--- src/pioc_pkg.sv ---
// Purpose: Shared constants and types for the pad control register bank.
// Assumes: One 32-bit word per pad control register, reached over APB.
// Notes: Offsets are full byte addresses in the subsystem memory map.
package pioc_pkg;

  localparam int NPAD = 41;
  localparam int NFUNC = 16;
  localparam int IDXW = 6;
  localparam int CTLW = 11;

  // Pad control word, bit 10 down to bit 0
  typedef struct packed {
    logic slew_control_bit;
    logic pull_direction_bit;
    logic pull_inhibit_bit;
    logic output_force_value;
    logic output_force_on;
    logic input_force_value;
    logic input_force_on;
    logic [3:0] function_select_field;
  } pioc_ctl_s;

  // What one pad cell drives toward the ball
  typedef struct packed {
    logic pad_out;
    logic pad_oe;
    logic pull_en;
    logic pull_up;
    logic slow_slew;
  } pioc_drive_s;

  localparam pioc_ctl_s CTL_RESET = '{
    slew_control_bit: 1'h0,
    pull_direction_bit: 1'h0,
    pull_inhibit_bit: 1'h0,
    output_force_value: 1'h1,
    output_force_on: 1'h1,
    input_force_value: 1'h0,
    input_force_on: 1'h0,
    function_select_field: 4'h1
  };

  localparam pioc_drive_s DRIVE_RESET = '{
    pad_out: 1'h0,
    pad_oe: 1'h0,
    pull_en: 1'h1,
    pull_up: 1'h0,
    slow_slew: 1'h0
  };

  localparam logic [31:0] RESERVED_UPPER_BITS = 32'hFFFFF800;
  localparam int LANE0_HI = 7;
  localparam int LANE1_LO = 8;

  localparam int PAD_HOST_IRQ_LINE = 0;
  localparam int PAD_SERIAL_A_DOUT = 3;
  localparam int PAD_SOFT_RESTART = 18;
  localparam int PAD_FAULT_OUTPUT = 19;

  // Pads whose driver may only pull low
  localparam logic [NPAD-1:0] OPEN_DRAIN =
    (41'h1 << PAD_SOFT_RESTART) | (41'h1 << PAD_FAULT_OUTPUT);

  localparam logic [31:0] PAD_ADDR [NPAD] = '{
    32'hFFFFEA00, 32'hFFFFEA04, 32'hFFFFEA08, 32'hFFFFEA0C,
    32'hFFFFEA10, 32'hFFFFEA14, 32'hFFFFEA18, 32'hFFFFEA1C,
    32'hFFFFEA20, 32'hFFFFEA24, 32'hFFFFEA28, 32'hFFFFEA2C,
    32'hFFFFEA30, 32'hFFFFEA34, 32'hFFFFEA38, 32'hFFFFEA3C,
    32'hFFFFEA40, 32'hFFFFEA44, 32'hFFFFEA48, 32'hFFFFEA4C,
    32'hFFFFEA50, 32'hFFFFEA54, 32'hFFFFEA58, 32'hFFFFEA5C,
    32'hFFFFEA60, 32'hFFFFEA64, 32'hFFFFEA68, 32'h0FFFEA6C,
    32'hFFFFEA70, 32'hFFFFEA74, 32'hFFFFEA78, 32'hFFFFEA7C,
    32'hFFFFEA80, 32'hFFFFEA84, 32'hFFFFEA88, 32'hFFFFEA8C,
    32'hFFFFEA90, 32'hFFFFEA94, 32'hFFFFEA98, 32'hFFFFEABC,
    32'hFFFFEAC0
  };

endpackage

--- src/pioc_top.sv ---
// Purpose: APB bank of pad control registers driving the pad cells.
// Assumes: APB3/APB4 master; pad inputs synchronous to pclk.
// Notes: Pad outputs are registered, so a control write shows one cycle
//   after the APB access completes.
`timescale 1ns/100ps
`default_nettype none
module pioc_top (
  input wire logic pclk,
  input wire logic presetn,
  input wire logic psel,
  input wire logic penable,
  input wire logic pwrite,
  input wire logic [31:0] paddr,
  input wire logic [31:0] pwdata,
  input wire logic [3:0] pstrb,
  output logic [31:0] prdata,
  output logic pready,
  output logic pslverr,
  input wire logic [pioc_pkg::NFUNC-1:0] func_out [pioc_pkg::NPAD],
  input wire logic [pioc_pkg::NFUNC-1:0] func_oe [pioc_pkg::NPAD],
  input wire logic [pioc_pkg::NPAD-1:0] pad_in,
  output var pioc_pkg::pioc_drive_s pad_drive [pioc_pkg::NPAD],
  output logic [pioc_pkg::NPAD-1:0] core_in
);

  pioc_pkg::pioc_ctl_s ctl_q [pioc_pkg::NPAD];
  pioc_pkg::pioc_drive_s drive_d [pioc_pkg::NPAD];
  logic [pioc_pkg::NPAD-1:0] core_in_d;
  logic [31:0] prdata_q;
  logic pready_q;
  logic pslverr_q;
  logic hit;
  logic [pioc_pkg::IDXW-1:0] idx;
  logic setup;
  logic wr_en;
  logic [pioc_pkg::CTLW-1:0] wr_mask;
  logic run_q;
  logic wrote0_q;

  assign setup = psel && !penable;
  // A write lands only at the edge where the access completes
  assign wr_en = psel && penable && pready_q && pwrite && hit;

  always_comb begin
    wr_mask = '0;
    for (int b = 0; b < pioc_pkg::CTLW; b++) begin
      if (b <= pioc_pkg::LANE0_HI) begin
        wr_mask[b] = pstrb[0];
      end else begin
        wr_mask[b] = pstrb[1];
      end
    end
  end

  pioc_decode u_decode (
    .paddr(paddr),
    .hit(hit),
    .idx(idx)
  );

  genvar g;
  generate
    for (g = 0; g < pioc_pkg::NPAD; g++) begin : g_pad
      always_ff @(posedge pclk or negedge presetn) begin
        if (!presetn) begin
          ctl_q[g] <= pioc_pkg::CTL_RESET;
        end else if (wr_en && idx == pioc_pkg::IDXW'(g)) begin
          // Upper bits have no storage, so writes there vanish
          ctl_q[g] <= (ctl_q[g] & ~wr_mask) |
                      (pwdata[pioc_pkg::CTLW-1:0] & wr_mask);
        end
      end

      pioc_pad #(
        .OPEN_DRAIN(pioc_pkg::OPEN_DRAIN[g])
      ) u_pad (
        .ctl(ctl_q[g]),
        .func_out(func_out[g]),
        .func_oe(func_oe[g]),
        .pad_in(pad_in[g]),
        .drive(drive_d[g]),
        .core_in(core_in_d[g])
      );

      always_ff @(posedge pclk or negedge presetn) begin
        if (!presetn) begin
          pad_drive[g] <= pioc_pkg::DRIVE_RESET;
          core_in[g] <= 1'b0;
        end else begin
          pad_drive[g] <= drive_d[g];
          core_in[g] <= core_in_d[g];
        end
      end
    end
  endgenerate

  // Answer one cycle after setup: no wait states, so pready is registered
  always_ff @(posedge pclk or negedge presetn) begin
    if (!presetn) begin
      pready_q <= 1'b0;
    end else begin
      pready_q <= setup;
    end
  end

  always_ff @(posedge pclk or negedge presetn) begin
    if (!presetn) begin
      pslverr_q <= 1'b0;
    end else if (setup) begin
      pslverr_q <= !hit;
    end else if (!psel) begin
      pslverr_q <= 1'b0;
    end
  end

  always_ff @(posedge pclk or negedge presetn) begin
    if (!presetn) begin
      prdata_q <= '0;
    end else if (setup && !pwrite && hit) begin
      prdata_q <= {{(32-pioc_pkg::CTLW){1'b0}}, ctl_q[idx]};
    end else if (setup) begin
      prdata_q <= '0;
    end
  end

  assign prdata = prdata_q;
  assign pready = pready_q;
  assign pslverr = pslverr_q;

  // Helper state for the checks below
  always_ff @(posedge pclk or negedge presetn) begin
    if (!presetn) begin
      run_q <= 1'b0;
    end else begin
      run_q <= 1'b1;
    end
  end

  always_ff @(posedge pclk or negedge presetn) begin
    if (!presetn) begin
      wrote0_q <= 1'b0;
    end else if (wr_en && idx == pioc_pkg::IDXW'(pioc_pkg::PAD_HOST_IRQ_LINE)) begin
      wrote0_q <= 1'b1;
    end
  end
endmodule
`default_nettype wire

--- src/pioc_decode.sv ---
// Purpose: Match an APB address against the pad register map.
// Assumes: Addresses in the map are distinct.
// Notes: Purely combinational; index is zero on a miss.
`timescale 1ns/100ps
`default_nettype none
module pioc_decode (
  input wire logic [31:0] paddr,
  output logic hit,
  output logic [pioc_pkg::IDXW-1:0] idx
);

  logic [pioc_pkg::NPAD-1:0] match;

  genvar g;
  generate
    for (g = 0; g < pioc_pkg::NPAD; g++) begin : g_match
      assign match[g] = (paddr == pioc_pkg::PAD_ADDR[g]);
    end
  endgenerate

  always_comb begin
    idx = '0;
    for (int i = 0; i < pioc_pkg::NPAD; i++) begin
      if (match[i]) begin
        idx = pioc_pkg::IDXW'(i);
      end
    end
  end

  assign hit = |match;

endmodule
`default_nettype wire

--- src/pioc_pad.sv ---
// Purpose: Combinational pad cell steered by one pad control word.
// Assumes: Peripherals give one output and one output enable per function.
// Notes: Open-drain pads never drive high, whatever the function asks.
`timescale 1ns/100ps
`default_nettype none
module pioc_pad #(
  parameter bit OPEN_DRAIN = 1'b0
) (
  input wire pioc_pkg::pioc_ctl_s ctl,
  input wire logic [pioc_pkg::NFUNC-1:0] func_out,
  input wire logic [pioc_pkg::NFUNC-1:0] func_oe,
  input wire logic pad_in,
  output var pioc_pkg::pioc_drive_s drive,
  output logic core_in
);

  logic sel_out;
  logic sel_oe;

  always_comb begin
    sel_out = func_out[ctl.function_select_field];
    // Force value 1 keeps the driver off, so reset leaves pads undriven
    sel_oe = ctl.output_force_on ? !ctl.output_force_value
                                 : func_oe[ctl.function_select_field];
    drive.slow_slew = ctl.slew_control_bit;
    drive.pull_en = !ctl.pull_inhibit_bit;
    drive.pull_up = ctl.pull_direction_bit && !ctl.pull_inhibit_bit;
    if (OPEN_DRAIN) begin
      drive.pad_out = 1'b0;
      drive.pad_oe = sel_oe && !sel_out;
    end else begin
      drive.pad_out = sel_out;
      drive.pad_oe = sel_oe;
    end
  end

  assign core_in = ctl.input_force_on ? ctl.input_force_value : pad_in;

endmodule
`default_nettype wire

--- config.mk ---
export PLATFORM = sky130hd
export DESIGN_NAME = pioc_top
export DESIGN_NICKNAME = d
export VERILOG_FILES = /design/src/pioc_pkg.sv /design/src/pioc_top.sv /design/src/pioc_decode.sv /design/src/pioc_pad.sv
export SDC_FILE = /design/constraint.sdc
export NUM_CORES = 2
export LEC_CHECK = 0
export BUFFER_PORTS_ARGS = -buffer_cell sky130_fd_sc_hd__buf_2
export CORE_AREA = 2 2 664 666
export DETAILED_ROUTE_END_ITERATION = 12
export DIE_AREA = 0 0 666 668
export SYNTH_ARGS = -nofsm -noshare
export SYNTH_HDL_FRONTEND = slang
export SYNTH_HIERARCHICAL = 1
export SYNTH_SLANG_ARGS = --single-unit
--- constraint.sdc ---
create_clock -name pclk -period 2.4 [get_ports pclk]
set_input_delay 0 -clock pclk [delete_from_list [all_inputs] [get_ports pclk]]
set_output_delay 0 -clock pclk [all_outputs]
set_load 0.05 [all_outputs]
==> impl_metrics.csv <==
group,metric,value,unit
worst_setup_path,endpoint_kind,"register",
worst_setup_path,max_stage_delay,0.51,ns
worst_setup_path,cp_cell_sequence,"buf_2 -> nor4_4 -> buf_4 -> buf_4 -> and2_4 -> mux2i_4 -> a211o_1 -> a21oi_2 -> buf_4 -> and4_4 -> nand3b_4 -> or3_4 -> or3_4 -> mux2_4",
power_and_ir_drop,leakage,31.5,nW
timing,rsz0062_at_grt,"yes",
final_layout,fill_cells,47800,
timing,clock.fmax,0.360,GHz
yosys,async_flop_share,100,%
placement,post-place-cells,10300,
yosys,synth-edff-count,0,
yosys,synth_top_area_share,32.9,%
cts,clock-sinks,710,
drt,ant_nets,0,
die,initial_core_util,9.50,%
status,status,"finished, violations left",
cts,clkTransAtPathRegs,0.07,ns
yosys,syn_area,41500,um^2
timing,min_period,2.78,ns
status,violations,"negative setup slack",
yosys,yosys-top-cells-area,"dfrtp_1 (33%), mux2_2 (14%), mux4_2 (13%)",
timing,finalCritPeriodShare,116,%
timing,max_slew.worst_pin.slew,1.11,ns
die,num_rows,243,
placement,io_buffers,1661,
power_and_ir_drop,powerDensity,434,nW/um^2
final_layout,finalNetCount,6906,
placement,pre_cts_slack,-1.93,ns
global_route,grt_pass1_wl,422000,um
timing,drv_slew,0,
placement,gp_congestion,0.919,
yosys,ys.flop_type,"dfrtp_1",
worst_setup_path,criticalPathCategory,"primary input to register",
drt,initialDrtViolationCount,2442,
global_route,track_usage,14.5,%
timing,skew,0.0753,ns
die,die_w,666,um
final_layout,stdcell_count,11400,
final_layout,multiInputGateArea,23300,um^2
yosys,ys_warn_count,6,
cts,clk_latency,0.84,ns
global_route,antenna_found_initial,159,
die,ioPinCount,1706,
timing,setup_ws,-0.381,ns
final_layout,area.sequential,18000,um^2
cts,cts.htree.levels,3,
die,die-height,668,um
timing,max_slew_margin,26.0,%
cts,cts_buffers,96,
worst_setup_path,r2r_slack,0.01,ns
cts,clockRootBuffer,"clkbuf_16",
cts,clockBufferDepth,4,
worst_hold_path,hp-start,"func_out[23]",
worst_setup_path,arrival,3.45,ns
timing,fin_tns_setup,-99.16,ns
worst_setup_path,required,3.07,ns
drt,drc,0,
worst_setup_path,critPathMaxFanout,8,
worst_setup_path,ff2ff_path_depth,4,
worst_setup_path,cpMaxStageDelayCell,"nor4_4",
yosys,syn_area_per_cell,15.6,um^2
worst_hold_path,hold_path_class,"primary input to register",
cts,cts_tree,"yes",
worst_hold_path,min_path_cells,4,
final_layout,drive_gt1_share,62.3,%
final_layout,area_growth,80.1,%
global_route,grt_max_degree,65,
drt,totalWireLength,338000,um
worst_setup_path,critPathTopFamily,"simple AND/OR/NAND/NOR gates",
yosys,synth_cell_types,67,
worst_setup_path,r2r_end,"pad_drive[89]",
yosys,yosysTopAreaCell,"dfrtp_1",
drt,drt-pass1-iter-count,5,
worst_hold_path,min_to,"pad_drive[9]",
die,coreArea,437000,um^2
final_layout,post-route-util,17.1,%
power_and_ir_drop,ir_drop,0.000534,V
global_route,first_global_vias,41500,
run,maxCapViolCount,0,
yosys,synth_top_cells_by_count,"dfrtp_1 (546), mux2_2 (530), mux4_2 (240), mux4_1 (205), mux2i_1 (187)",
yosys,yosysMostFrequentCell,"dfrtp_1",
worst_setup_path,start_kind,"primary input",
timing,finalHoldViolCount,0,
drt,routed-via-count,38900,
drt,wl_per_cell,29.7,um
die,die-area,445000,um^2
global_route,grt_overflow_total,0,
yosys,synth_cells,2664,
yosys,yosysSeqAreaShare,43.3,%
worst_setup_path,crit_buf_inv,4,
worst_setup_path,cpMostUsedCell,"buf_4",
timing,setup_viol,459,
yosys,synth_seq_cells,710,
drt,routed_via_density,3.42,
placement,dp_hpwl,280000,um
power_and_ir_drop,power,0.0325,W
timing repair:
action                                  4_1_cts  5_1_grt
endpoints found under the setup margin      462      463
resized for setup                           312      113
pin swaps                                    75       36
setup buffers                                35       22
cloned                                        4        1
hold buffers                                832        2
hold endpoints to repair                    881        1
cell families after synthesis:
kind of cell              count (synthesis)  share of synthesized area (%)
AOI/OAI and AO/OA                       130                           2.32
xor gates and xnor gates                  2                         0.0422
buffers and inverters                   383                           5.76
DFF                                     710                           43.3
muxes                                  1164                           44.9
other                                     3                         0.0271
and+or+nand+nor                         272                           3.66
power by group:
group          internal, W  leakage, nW  switching, W  total [W]
registers           0.0121         9.04     0.0000388     0.0121
clock network      0.00901         1.59       0.00649     0.0155
logic              0.00240         20.8       0.00245    0.00485
tightest hold or removal path, stage by stage:
cell and delay, ns:
buf_2 0.11, mux4_1 0.21, buf_4 0.16, mux4_2 0.29
per-stage QoR:
step / area (um^2) / hold WS (ns)
after floorplan: 42400 / -0.296
after global placement: 60700 / 0.132
after detailed placement: 60700 / 0.135
after CTS: 74000 / 0.000403
after global routing: 74700 / 0.0248
final: 74800 / 0.0398
final cells by class:
| type | count | area share [%] |
|---|---|---|
| sequential | 710 | 24.0 |
| multi-input combinational | 1591 | 31.2 |
| clock buffer | 120 | 3.49 |
| antenna | 73 | 0.244 |
| clock inverter | 55 | 0.930 |
| timing repair buffer | 3031 | 30.3 |
| tap | 5757 | 9.63 |
| inverter | 50 | 0.251 |
routing by layer:
metal	share of wire, %	track usage [%]
met1	41	17.4
met2	48	24.9
met3	6.8	3.76
met4	4.4	5.26
met5	0.096	0
cell usage in the layout, fill, tap and decap left out, types with 14 or more instances in the layout:
cell type | synthesis | final
dlygate4sd3_1 | 0 | 832
buf_4 | 148 | 354
nor2_4 | 4 | 47
diode_2 | 0 | 73
mux2_4 | 0 | 278
nor2b_1 | 49 | 45
inv_1 | 45 | 45
clkbuf_16 | 0 | 98
buf_8 | 0 | 14
mux4_2 | 240 | 240
buf_12 | 0 | 115
buf_6 | 43 | 54
mux2_2 | 530 | 253
nand2_1 | 65 | 38
conb_1 | 3 | 23
nand2_4 | 0 | 18
a22oi_2 | 0 | 21
dfstp_2 | 164 | 164
buf_2 | 60 | 1653
mux2i_1 | 187 | 185
a22oi_1 | 41 | 20
dfrtp_1 | 546 | 545
a221oi_1 | 20 | 19
mux4_1 | 205 | 205
worst max path at each step:
stage | depth (start not counted) | slack, ns | from | to
2_1_floorplan | 12 | -0.33 | paddr[5] | register
3_3_place_gp | 15 | -2.00 | paddr[30] | prdata[0]
3_5_place_dp | 15 | -1.93 | paddr[30] | prdata[0]
4_1_cts | 15 | -0.35 | paddr[31] | prdata[0]
5_1_grt | 15 | -0.44 | paddr[31] | register
6_report | 14 | -0.38 | paddr[29] | register
Note: power is estimated with default switching activity, not from simulation.
